===== src/shared/adh_pkg.sv =====
`default_nettype none
package adh_pkg;
  // clock and link timing
  localparam int CLK_NS = 4;
  localparam int PWRUP_NS = 50000;
  localparam int RST_BASE_NS = 50000;
  localparam int RST_DEVCLK_N = 32;
  localparam int DEVCLK_NS = 244;
  localparam int CSSC_NS = 50;
  localparam int SCCS_NS = 50;
  localparam int PWRUP_CYC = (PWRUP_NS + CLK_NS - 1) / CLK_NS;
  localparam int RST_WAIT_CYC = (RST_BASE_NS + RST_DEVCLK_N * DEVCLK_NS + CLK_NS - 1) / CLK_NS;
  localparam logic [15:0] CSSC_CYC = 16'((CSSC_NS + CLK_NS - 1) / CLK_NS);
  localparam logic [15:0] SCCS_CYC = 16'((SCCS_NS + CLK_NS - 1) / CLK_NS);
  localparam logic [3:0] SCLK_HALF = 4'h8;
  // command bytes
  localparam logic [7:0] CMD_RESET = 8'h06;
  localparam logic [7:0] CMD_REG_WRITE = 8'h43;
  localparam logic [7:0] CMD_REG_READ = 8'h23;
  localparam logic [7:0] CMD_START = 8'h08;
  localparam logic [7:0] CMD_SLEEP = 8'h02;
  localparam logic [7:0] CMD_NOP = 8'h00;
  // configuration image, byte 0 sent first
  localparam logic [31:0] CFG_RST = 32'h0010_0408;
  localparam int MUX_LSB = 4;
  localparam logic [3:0] MUX_SHORT = 4'hE;
  localparam int TS_BIT = 9;
  localparam logic [2:0] CAL_LAST = 3'h7;
  localparam int CAL_SHIFT = 3;
  // register map of the controller
  localparam logic [7:0] A_CTRL = 8'h00;
  localparam logic [7:0] A_CFG = 8'h04;
  localparam logic [7:0] A_STAT = 8'h08;
  localparam logic [7:0] A_RAW = 8'h0C;
  localparam logic [7:0] A_COR = 8'h10;
  localparam logic [7:0] A_OFS = 8'h14;
  localparam logic [7:0] A_RB = 8'h18;
  localparam int C_GO = 0;
  localparam int C_SLEEP = 1;
  localparam int C_RB = 2;
  localparam int C_CAL = 3;
  localparam int C_TS = 4;
endpackage
`default_nettype wire


===== src/rtl/adh_ctrl.sv =====
// Our own choices: the address-and-strobe port and the register addresses.
`timescale 1ns/1ns
`default_nettype none
// How it works
// - wait at least 50 us after power-up before any serial traffic
// - link runs mode 1: clock idles low, data sampled on falling edge
// - falling edge of result_ready_n marks a new result to fetch
// - after lowering chip select wait setup delay before first clock edge
// - send reset byte 06h first to put device in default state
// - after reset wait 50 us plus 32 device clocks before next command
// - write config with 43h followed by four configuration bytes
// - optional readback of all config registers with 23h
// - wait hold delay after last clock before raising chip select
// - read a result with 16 clock rising edges under chip select
// - default image selects gain 16, continuous mode, 50/60 Hz rejection
// - average shorted readings as offset, subtract from later results
// - host alternates sensor and temperature readings itself
module adh_ctrl #(
  parameter int PWRUP_CYC_P = adh_pkg::PWRUP_CYC,
  parameter int RST_WAIT_CYC_P = adh_pkg::RST_WAIT_CYC
) (
  input wire logic clk,
  input wire logic rst_b,
  input wire logic [7:0] addr,
  input wire logic [31:0] wdata,
  input wire logic wr_stb,
  input wire logic rd_stb,
  output logic [31:0] rdata,
  output logic chip_sel_n,
  output logic sclk,
  output logic mosi,
  input wire logic serial_out_ready_combined,
  input wire logic result_ready_n
);
  typedef enum logic [3:0] {
    ST_OFF, ST_PWRUP, ST_SETUP, ST_RST_SEND, ST_RST_WAIT, ST_CFG_SEND, ST_RB_SEND, ST_GO_SEND,
    ST_HOLD, ST_RUN, ST_RD_SETUP, ST_RD_SHIFT, ST_RD_HOLD, ST_PD_SETUP, ST_PD_SEND, ST_PD_HOLD
  } adh_state_t;

  typedef struct packed {
    adh_state_t state;
    logic [15:0] cnt;
    logic [2:0] idx;
    logic kick;
    logic sel;
    logic r1;
    logic r2;
    logic r3;
    logic rb_en;
    logic cal_en;
    logic ts_en;
    logic [31:0] cfg;
    logic [31:0] rb;
    logic rb_ok;
    logic [7:0] hi;
    logic [15:0] raw;
    logic [15:0] cor;
    logic [15:0] ofs;
    logic [18:0] sum;
    logic [2:0] calc;
    logic cal_act;
    logic cal_done;
    logic [31:0] rdata;
  } adh_ctrl_st_t;

  adh_ctrl_st_t st_q;
  adh_ctrl_st_t st_d;
  logic spi_start;
  logic [7:0] spi_tx;
  logic spi_done;
  logic [7:0] spi_rx;
  logic result_ready_n_fall;
  logic go_req;
  logic sleep_req;
  logic [31:0] word;
  logic [15:0] raw_new;
  logic [18:0] sum_new;

  function automatic logic [31:0] cfg_word(input logic [31:0] c, input logic cal, input logic ts);
    logic [31:0] w;
    w = c;
    if (cal) begin
      w[adh_pkg::MUX_LSB +: 4] = adh_pkg::MUX_SHORT;
    end
    if (ts) begin
      w[adh_pkg::TS_BIT] = 1'b1;
    end
    return w;
  endfunction

  function automatic logic [7:0] byte_at(input logic [31:0] w, input logic [2:0] i);
    return w[{i[1:0], 3'b000} +: 8];
  endfunction

  //////////////////////////////////////////////////////////////////////////////
  adh_shift u_shift (
    .clk(clk),
    .rst_b(rst_b),
    .start(spi_start),
    .tx(spi_tx),
    .miso(serial_out_ready_combined),
    .sclk(sclk),
    .mosi(mosi),
    .done(spi_done),
    .rx(spi_rx)
  );

  assign spi_start = st_q.kick;
  assign chip_sel_n = ~st_q.sel;
  assign rdata = st_q.rdata;
  assign result_ready_n_fall = st_q.r3 & ~st_q.r2;
  assign go_req = wr_stb && addr == adh_pkg::A_CTRL && wdata[adh_pkg::C_GO];
  assign sleep_req = wr_stb && addr == adh_pkg::A_CTRL && wdata[adh_pkg::C_SLEEP];
  assign word = cfg_word(st_q.cfg, st_q.cal_en, st_q.ts_en);
  assign raw_new = {st_q.hi, spi_rx};
  assign sum_new = st_q.sum + {{3{raw_new[15]}}, raw_new};

  always_comb begin
    case (st_q.state)
      ST_RST_SEND: spi_tx = adh_pkg::CMD_RESET;
      ST_CFG_SEND: spi_tx = (st_q.idx == 3'h0) ? adh_pkg::CMD_REG_WRITE : byte_at(word, 3'(st_q.idx - 3'h1));
      ST_RB_SEND: spi_tx = (st_q.idx == 3'h0) ? adh_pkg::CMD_REG_READ : adh_pkg::CMD_NOP;
      ST_GO_SEND: spi_tx = adh_pkg::CMD_START;
      ST_PD_SEND: spi_tx = adh_pkg::CMD_SLEEP;
      default: spi_tx = adh_pkg::CMD_NOP;
    endcase
  end

  //////////////////////////////////////////////////////////////////////////////
  always_comb begin
    st_d = st_q;
    st_d.kick = 1'b0;
    st_d.r1 = result_ready_n;
    st_d.r2 = st_q.r1;
    st_d.r3 = st_q.r2;
    st_d.cnt = (st_q.cnt != 16'h0) ? st_q.cnt - 16'h1 : 16'h0;
    if (wr_stb && addr == adh_pkg::A_CTRL) begin
      st_d.rb_en = wdata[adh_pkg::C_RB];
      st_d.cal_en = wdata[adh_pkg::C_CAL];
      st_d.ts_en = wdata[adh_pkg::C_TS];
    end
    if (wr_stb && addr == adh_pkg::A_CFG) begin
      st_d.cfg = wdata;
    end
    case (st_q.state)
      ST_OFF: begin
        if (go_req) begin
          st_d.state = ST_PWRUP;
          st_d.cnt = 16'(PWRUP_CYC_P - 1);
          st_d.cal_act = wdata[adh_pkg::C_CAL];
          st_d.cal_done = 1'b0;
          st_d.calc = 3'h0;
          st_d.sum = 19'h0;
          st_d.rb_ok = 1'b0;
        end
      end
      ST_PWRUP: begin
        if (st_q.cnt == 16'h0) begin
          st_d.state = ST_SETUP;
          st_d.sel = 1'b1;
          st_d.cnt = adh_pkg::CSSC_CYC - 16'h1;
        end
      end
      ST_SETUP: begin
        if (st_q.cnt == 16'h0) begin
          st_d.state = ST_RST_SEND;
          st_d.kick = 1'b1;
        end
      end
      ST_RST_SEND: begin
        if (spi_done) begin
          st_d.state = ST_RST_WAIT;
          st_d.cnt = 16'(RST_WAIT_CYC_P - 1);
        end
      end
      ST_RST_WAIT: begin
        if (st_q.cnt == 16'h0) begin
          st_d.state = ST_CFG_SEND;
          st_d.idx = 3'h0;
          st_d.kick = 1'b1;
        end
      end
      ST_CFG_SEND: begin
        if (spi_done) begin
          st_d.kick = 1'b1;
          st_d.idx = st_q.idx + 3'h1;
          if (st_q.idx == 3'h4) begin
            st_d.idx = 3'h0;
            st_d.state = st_q.rb_en ? ST_RB_SEND : ST_GO_SEND;
          end
        end
      end
      ST_RB_SEND: begin
        if (spi_done) begin
          st_d.kick = 1'b1;
          st_d.idx = st_q.idx + 3'h1;
          if (st_q.idx != 3'h0) begin
            st_d.rb[{st_q.idx[1:0] - 2'h1, 3'b000} +: 8] = spi_rx;
          end
          if (st_q.idx == 3'h4) begin
            st_d.rb_ok = ({spi_rx, st_q.rb[23:0]} == word);
            st_d.state = ST_GO_SEND;
          end
        end
      end
      ST_GO_SEND: begin
        if (spi_done) begin
          st_d.state = ST_HOLD;
          st_d.cnt = adh_pkg::SCCS_CYC - 16'h1;
        end
      end
      ST_HOLD: begin
        if (st_q.cnt == 16'h0) begin
          st_d.state = ST_RUN;
          st_d.sel = 1'b0;
        end
      end
      ST_RUN: begin
        // sleep wins over a result that is ready in the same cycle
        if (sleep_req) begin
          st_d.state = ST_PD_SETUP;
          st_d.sel = 1'b1;
          st_d.cnt = adh_pkg::CSSC_CYC - 16'h1;
        end else if (result_ready_n_fall) begin
          st_d.state = ST_RD_SETUP;
          st_d.sel = 1'b1;
          st_d.cnt = adh_pkg::CSSC_CYC - 16'h1;
        end
      end
      ST_RD_SETUP: begin
        if (st_q.cnt == 16'h0) begin
          st_d.state = ST_RD_SHIFT;
          st_d.idx = 3'h0;
          st_d.kick = 1'b1;
        end
      end
      ST_RD_SHIFT: begin
        if (spi_done) begin
          if (st_q.idx == 3'h0) begin
            st_d.hi = spi_rx;
            st_d.idx = 3'h1;
            st_d.kick = 1'b1;
          end else begin
            st_d.raw = raw_new;
            st_d.cor = raw_new - st_q.ofs;
            st_d.state = ST_RD_HOLD;
            st_d.cnt = adh_pkg::SCCS_CYC - 16'h1;
            if (st_q.cal_act) begin
              st_d.sum = sum_new;
              st_d.calc = st_q.calc + 3'h1;
              if (st_q.calc == adh_pkg::CAL_LAST) begin
                st_d.ofs = sum_new[adh_pkg::CAL_SHIFT +: 16];
                st_d.cal_act = 1'b0;
                st_d.cal_done = 1'b1;
              end
            end
          end
        end
      end
      ST_RD_HOLD: begin
        if (st_q.cnt == 16'h0) begin
          st_d.state = ST_RUN;
          st_d.sel = 1'b0;
        end
      end
      ST_PD_SETUP: begin
        if (st_q.cnt == 16'h0) begin
          st_d.state = ST_PD_SEND;
          st_d.kick = 1'b1;
        end
      end
      ST_PD_SEND: begin
        if (spi_done) begin
          st_d.state = ST_PD_HOLD;
          st_d.cnt = adh_pkg::SCCS_CYC - 16'h1;
        end
      end
      ST_PD_HOLD: begin
        if (st_q.cnt == 16'h0) begin
          st_d.state = ST_OFF;
          st_d.sel = 1'b0;
        end
      end
      default: st_d.state = ST_OFF;
    endcase
    st_d.rdata = 32'h0;
    if (rd_stb) begin
      case (addr)
        adh_pkg::A_CTRL: st_d.rdata = {27'h0, st_q.ts_en, st_q.cal_en, st_q.rb_en, 2'b00};
        adh_pkg::A_CFG: st_d.rdata = st_q.cfg;
        adh_pkg::A_STAT: st_d.rdata = {23'h0, st_q.state, st_q.cal_act, st_q.rb_ok, st_q.cal_done,
          st_q.state inside {ST_RUN, ST_RD_SETUP, ST_RD_SHIFT, ST_RD_HOLD},
          !(st_q.state inside {ST_OFF, ST_RUN})};
        adh_pkg::A_RAW: st_d.rdata = {16'h0, st_q.raw};
        adh_pkg::A_COR: st_d.rdata = {16'h0, st_q.cor};
        adh_pkg::A_OFS: st_d.rdata = {16'h0, st_q.ofs};
        adh_pkg::A_RB: st_d.rdata = st_q.rb;
        default: st_d.rdata = 32'h0;
      endcase
    end
  end

  always_ff @(posedge clk or negedge rst_b) begin
    if (!rst_b) begin
      st_q <= '0;
      st_q.cfg <= adh_pkg::CFG_RST;
    end else begin
      st_q <= st_d;
    end
  end

  //////////////////////////////////////////////////////////////////////////////
  // helper counters watched only by the checks below
  logic sclk_prev;
  logic [7:0] cs_low_cnt;
  logic [7:0] since_fall;
  logic [4:0] rise_cnt;
  logic [15:0] dwell;

  always_ff @(posedge clk or negedge rst_b) begin
    if (!rst_b) begin
      sclk_prev <= 1'b0;
      cs_low_cnt <= 8'h0;
      since_fall <= 8'hFF;
      rise_cnt <= 5'h0;
      dwell <= 16'h0;
    end else begin
      sclk_prev <= sclk;
      cs_low_cnt <= chip_sel_n ? 8'h0 : ((cs_low_cnt == 8'hFF) ? cs_low_cnt : cs_low_cnt + 8'h1);
      since_fall <= (sclk_prev && !sclk) ? 8'h0 : ((since_fall == 8'hFF) ? since_fall : since_fall + 8'h1);
      rise_cnt <= chip_sel_n ? 5'h0 : ((sclk && !sclk_prev) ? rise_cnt + 5'h1 : rise_cnt);
      dwell <= (st_q.state inside {ST_PWRUP, ST_RST_WAIT}) ? dwell + 16'h1 : 16'h0;
    end
  end

  property p_pwrup_wait;
    @(posedge clk) disable iff (!rst_b)
    (st_q.state == ST_PWRUP) ##1 (st_q.state == ST_SETUP) |-> dwell >= PWRUP_CYC_P;
  endproperty
  a_pwrup_wait: assert property (p_pwrup_wait) else $error("link used before power-up wait");

  property p_idle_low;
    @(posedge clk) disable iff (!rst_b) chip_sel_n |-> !sclk;
  endproperty
  a_idle_low: assert property (p_idle_low) else $error("serial clock high while deselected");

  property p_ready_fetch;
    @(posedge clk) disable iff (!rst_b)
    (st_q.state == ST_RUN && result_ready_n_fall) |=> !chip_sel_n && (st_q.state inside {ST_RD_SETUP, ST_PD_SETUP});
  endproperty
  a_ready_fetch: assert property (p_ready_fetch) else $error("ready edge not answered");

  property p_cs_setup;
    @(posedge clk) disable iff (!rst_b) (sclk && !sclk_prev) |-> cs_low_cnt >= adh_pkg::CSSC_CYC;
  endproperty
  a_cs_setup: assert property (p_cs_setup) else $error("clock edge too soon after select");

  property p_reset_first;
    @(posedge clk) disable iff (!rst_b)
    (st_q.state == ST_SETUP && st_q.cnt == 16'h0) |=> spi_start && spi_tx == adh_pkg::CMD_RESET;
  endproperty
  a_reset_first: assert property (p_reset_first) else $error("first byte is not reset");

  property p_reset_wait;
    @(posedge clk) disable iff (!rst_b)
    (st_q.state == ST_RST_WAIT) ##1 (st_q.state == ST_CFG_SEND) |-> dwell >= RST_WAIT_CYC_P;
  endproperty
  a_reset_wait: assert property (p_reset_wait) else $error("reset wait too short");

  property p_cfg_cmd;
    @(posedge clk) disable iff (!rst_b)
    (st_q.state == ST_RST_WAIT && st_q.cnt == 16'h0) |=> spi_start && spi_tx == adh_pkg::CMD_REG_WRITE;
  endproperty
  a_cfg_cmd: assert property (p_cfg_cmd) else $error("config write byte wrong");

  property p_rb_cmd;
    @(posedge clk) disable iff (!rst_b)
    (st_q.state == ST_CFG_SEND && spi_done && st_q.idx == 3'h4 && st_q.rb_en)
      |=> spi_start && spi_tx == adh_pkg::CMD_REG_READ;
  endproperty
  a_rb_cmd: assert property (p_rb_cmd) else $error("readback byte wrong");

  property p_cs_hold;
    @(posedge clk) disable iff (!rst_b) $rose(chip_sel_n) |-> since_fall >= adh_pkg::SCCS_CYC;
  endproperty
  a_cs_hold: assert property (p_cs_hold) else $error("deselect too soon after clock");

  property p_read_16;
    @(posedge clk) disable iff (!rst_b)
    ($rose(chip_sel_n) && $past(st_q.state) == ST_RD_HOLD) |-> rise_cnt == 5'd16;
  endproperty
  a_read_16: assert property (p_read_16) else $error("result read is not 16 clocks");

  property p_sleep_cmd;
    @(posedge clk) disable iff (!rst_b)
    (st_q.state == ST_RUN && sleep_req) |-> ##14 (spi_start && spi_tx == adh_pkg::CMD_SLEEP);
  endproperty
  a_sleep_cmd: assert property (p_sleep_cmd) else $error("sleep byte not sent");

  c_running: cover property (@(posedge clk) disable iff (!rst_b) st_q.state == ST_HOLD ##1 st_q.state == ST_RUN);
  c_result: cover property (@(posedge clk) disable iff (!rst_b) st_q.state == ST_RD_SHIFT && spi_done && st_q.idx == 3'h1);
  c_sleep: cover property (@(posedge clk) disable iff (!rst_b) st_q.state == ST_PD_HOLD ##1 st_q.state == ST_OFF);
  c_cal: cover property (@(posedge clk) disable iff (!rst_b) $rose(st_q.cal_done));
endmodule
`default_nettype wire


===== src/rtl/adh_shift.sv =====
`timescale 1ns/1ns
`default_nettype none
module adh_shift (
  input wire logic clk,
  input wire logic rst_b,
  input wire logic start,
  input wire logic [7:0] tx,
  input wire logic miso,
  output logic sclk,
  output logic mosi,
  output logic done,
  output logic [7:0] rx
);
  typedef struct packed {
    logic s1;
    logic s2;
    logic busy;
    logic sclk;
    logic mosi;
    logic done;
    logic [3:0] div;
    logic [2:0] bitn;
    logic [7:0] sh;
    logic [7:0] rx;
  } adh_shift_st_t;

  adh_shift_st_t q;
  adh_shift_st_t d;

  //////////////////////////////////////////////////////////////////////////////
  always_comb begin
    d = q;
    d.s1 = miso;
    d.s2 = q.s1;
    d.done = 1'b0;
    if (!q.busy) begin
      if (start) begin
        d.busy = 1'b1;
        d.sh = tx;
        d.bitn = 3'h0;
        d.div = adh_pkg::SCLK_HALF - 4'h1;
      end
    end else if (q.div != 4'h0) begin
      d.div = q.div - 4'h1;
    end else begin
      d.div = adh_pkg::SCLK_HALF - 4'h1;
      if (!q.sclk) begin
        // mode 1: drive on the rising edge, msb first
        d.sclk = 1'b1;
        d.mosi = q.sh[7];
      end else begin
        // sample on the falling edge, well after the device drove
        d.sclk = 1'b0;
        d.rx = {q.rx[6:0], q.s2};
        d.sh = {q.sh[6:0], 1'b0};
        d.bitn = q.bitn + 3'h1;
        if (q.bitn == 3'h7) begin
          d.busy = 1'b0;
          d.done = 1'b1;
        end
      end
    end
  end

  always_ff @(posedge clk or negedge rst_b) begin
    if (!rst_b) begin
      q <= '0;
    end else begin
      q <= d;
    end
  end

  assign sclk = q.sclk;
  assign mosi = q.mosi;
  assign done = q.done;
  assign rx = q.rx;
endmodule
`default_nettype wire


===== config.mk =====
export PLATFORM = sky130hd
export DESIGN_NAME = adh_ctrl
export DESIGN_NICKNAME = d
export VERILOG_FILES = /design/src/shared/adh_pkg.sv /design/src/rtl/adh_ctrl.sv /design/src/rtl/adh_shift.sv
export SDC_FILE = /design/constraint.sdc
export NUM_CORES = 1
export LEC_CHECK = 0
export ABC_AREA = 1
export BUFFER_PORTS_ARGS = -buffer_cell sky130_fd_sc_hd__buf_4
export CAP_MARGIN = 20
export CORE_MARGIN = 2
export CORE_UTILIZATION = 52
export DETAILED_ROUTE_END_ITERATION = 12
export HOLD_SLACK_MARGIN = 0.08
export PLACE_DENSITY = 0.7
export SETUP_SLACK_MARGIN = 0.02
export SLEW_MARGIN = 20
export SYNTH_ARGS = -nofsm -noshare
export SYNTH_HDL_FRONTEND = slang
export SYNTH_SLANG_ARGS = --single-unit

===== constraint.sdc =====
create_clock -name clk -period 2.71 [get_ports clk]
set_input_delay 0.1355 -clock clk [delete_from_list [all_inputs] [get_ports clk]]
set_output_delay 0.1355 -clock clk [all_outputs]
set_load 0.01 [all_outputs]

==> reports/summary.txt <==
Area contributors post-synth -> dfrtp_1 (43%), nand2_1 (16%), inv_1 (4.8%)
Leak -> 8.22 nW
Fraction of registers with async set/reset -> 100%
Post-Syn Instances -> 1835
DR pass1 iterations -> 6
Largest net degree at the start of global routing -> 87
Critical path's largest stage delay -> 400 ps
Yosys warns -> 0
Critical path's slowest cell -> nand2_1
Post-synth cell types -> 48
Syn Nets -> 1929
Fin crit period -> 2280 ps
Clock root buffer -> clkbuf_16
First-pass GRT wire length -> 65000 um
Setup ws final -> 425 ps
CTS tree -> done
Initial antenna violation count -> 0
Number of global-route vias before repair -> 12100
Antenna diode count -> 0
Setup CP Type -> reg2reg
Layout Nets -> 2027
Hold crit path type -> in2async
# DRC -> 0
Max-Cap Viols -> 0
Core ar. -> 26100 um2
Pwr/cell area -> 502 nW/um2
# Post-CTS Setup Buffers -> 0
Worst-Skew Late Latency -> 550 ps
Crit path DAT -> 2710 ps
Initial drt markers -> 1227
Unrepaired setup endpoints after global routing -> no
Area of the multi-input gates -> 6640 um2
CTS HTree Levels -> 1
Worst-case reg-to-reg path depth -> 8
Non-filler instance count after layout -> 2287
Total track usage -> 29.3%
Post-synth top flop -> dfrtp_1
Max-slew violations -> 0
Row cnt -> 59
Final Skew -> 20.0 ps
Syn-to-layout area delta -> 15.9%
Hold buffers post-CTS -> 37
Share of layout cells above drive strength 1 -> 10.6%
Inst Count DP -> 2201
Cts repair resizes -> 0
Final setup viols -> 0
Worst-margin pin slew -> 694 ps
Top post-synthesis cells by count -> nand2_1 (583), dfrtp_1 (234), inv_1 (177)
Wirelength, routed -> 40700 um
Synth Register Bits -> 237
Routed vias/inst -> 5.51
Most frequent cell after synthesis -> nand2_1
Mapped cell area -> 13800 um2
Top-area cell type share of the netlist area -> 42.5%
Cell family with most CP delay -> simple AND/OR/NAND/NOR gates
Fmax -> 0.438 GHz
Worst Path Buf+Inv -> 2
Crit. path cell count -> 8
Setup crit end kind -> flip-flop
Clock transition at path regs -> 60 ps
Initial Utilization -> 52.8%
Core Util, Final -> 61.2%
Setup tns final -> 0 ps
Worst-path maximum fanout -> 19
Fill cells -> 2330
Hold Fails Final Rpt -> 0
GP Congestion -> 0.974
TritonCTS buffer count -> 28
Cell Chain, Critical Path -> inv_1 -> ha_1 -> nand2_1 -> nor2_1 -> nand3_2 -> nand2_1 -> inv_1 -> a22o_1
Overflow left after global routing -> 0
Port buffer count -> 80
Slew HR -> 53.7%
WL/cell -> 17.8 um
IO Count -> 81
Post-synth EDFFs -> 0
Clock Tree Buf Depth -> 3
Final period util -> 84.3%
Worst EP required -> 3140 ps
Full die area -> 27800 um2
Final ANT Viol Nets -> 0
Synthesized area per cell -> 7.50 um2
Routed via count -> 12600
Dpl hpwl -> 30200 um
Yosys top cell by area -> dfrtp_1
Die width -> 167 um
Clock sinks -> 237
VDD IR max -> 0.523 mV
Post-synthesis sequential area ratio -> 43.1%
Critical path launch point type -> flip-flop
Worst reg-to-reg setup slack -> 430 ps
Status -> finished, final reports clean
Die Y -> 167 um
Pre-CTS setup slack -> 480 ps
Storage cell area -> 5930 um2
where the power goes:
group	leakage [nW]	switching, mW	internal (mW)
clock network	0.499	1.51	2.62
registers	3.13	0.0341	3.57
logic	4.60	0.156	0.121
total	8.22	1.70	6.31
state kept, by name (all words and copies together) (netlist names), 2 cells and up:
name and flops:
u_shift.q 17, rdata 32, st_q 165, raw_new 8, u_shift.rx 8, st_d 2
worst paths after layout:
path / from / endpoint
min in group clk: addr[3] / rdata[12]
setup reg to reg: u_shift.q[19] / u_shift.q[17]
hold reg to reg: st_d[181] / st_d[180]
max in group asynchronous: rst_b / st_q[148]
setup / recovery: u_shift.q[19] / u_shift.q[17]
hold / removal: rst_b / rdata[20]
cell usage in the layout, fill, tap and decap left out, types with 4 or more instances in the layout:
| cell | instances |
|---|---|
| a21oi_1 | 99 |
| buf_4 | 108 |
| bufinv_16 | 6 |
| clkbuf_16 | 29 |
| clkbuf_8 | 4 |
| clkinv_1 | 4 |
| clkinv_2 | 5 |
| dfrtp_1 | 234 |
| dlygate4sd3_1 | 37 |
| ha_1 | 46 |
| inv_1 | 177 |
| inv_2 | 6 |
| mux2_2 | 8 |
| nand2_1 | 582 |
| nand2_2 | 10 |
| nand3_1 | 103 |
| nand3b_1 | 7 |
| nand4_1 | 32 |
| nor2_1 | 163 |
| nor2_2 | 7 |
| nor2_8 | 5 |
| nor3_1 | 18 |
| o211ai_1 | 8 |
| o21ai_0 | 131 |
| o21ai_1 | 16 |
| o22ai_1 | 11 |
| xnor2_1 | 35 |
| xor2_1 | 18 |
area by class of cell:
class                      count  share of cell area (%)
multi-input combinational   1330                    41.6
sequential                   237                    37.2
timing repair buffer         148                    7.75
clock buffer                  36                    4.97
inverter                     188                    4.44
tap                          335                    2.63
clock inverter                13                    1.39
per-stage QoR:
stage,power [mW],hold slack (ps),instance area [um2]
floorplan,3.72,-160,13800
global placement,3.90,189,14600
detailed placement,3.90,190,14600
CTS,8.06,180,15900
global route,8.23,234,15900
finish,8.01,163,15900
cells by family (layout without fill, tap and decap cells):
logic type	count (synthesis)	in the layout	synth area share (%)
muxes	8	8	0.654
AOI/OAI and AO/OA	282	282	10.9
xor gates and xnor gates	53	53	3.37
buffers and inverters	268	385	8.69
DFF	237	237	43.1
adders and majority gates	48	48	4.47
and+or+nand+nor	939	939	28.8
metal layers:
layer,vias to the layer above,GRT usage (%),part of all wire (%)
met3,99,3.78,6.3
met4,0,11.2,3.9
li1,6087,-,-
met1,5962,39.5,42
met2,453,48.6,48
met5,-,0,0
(Power assumes the default switching activity.)
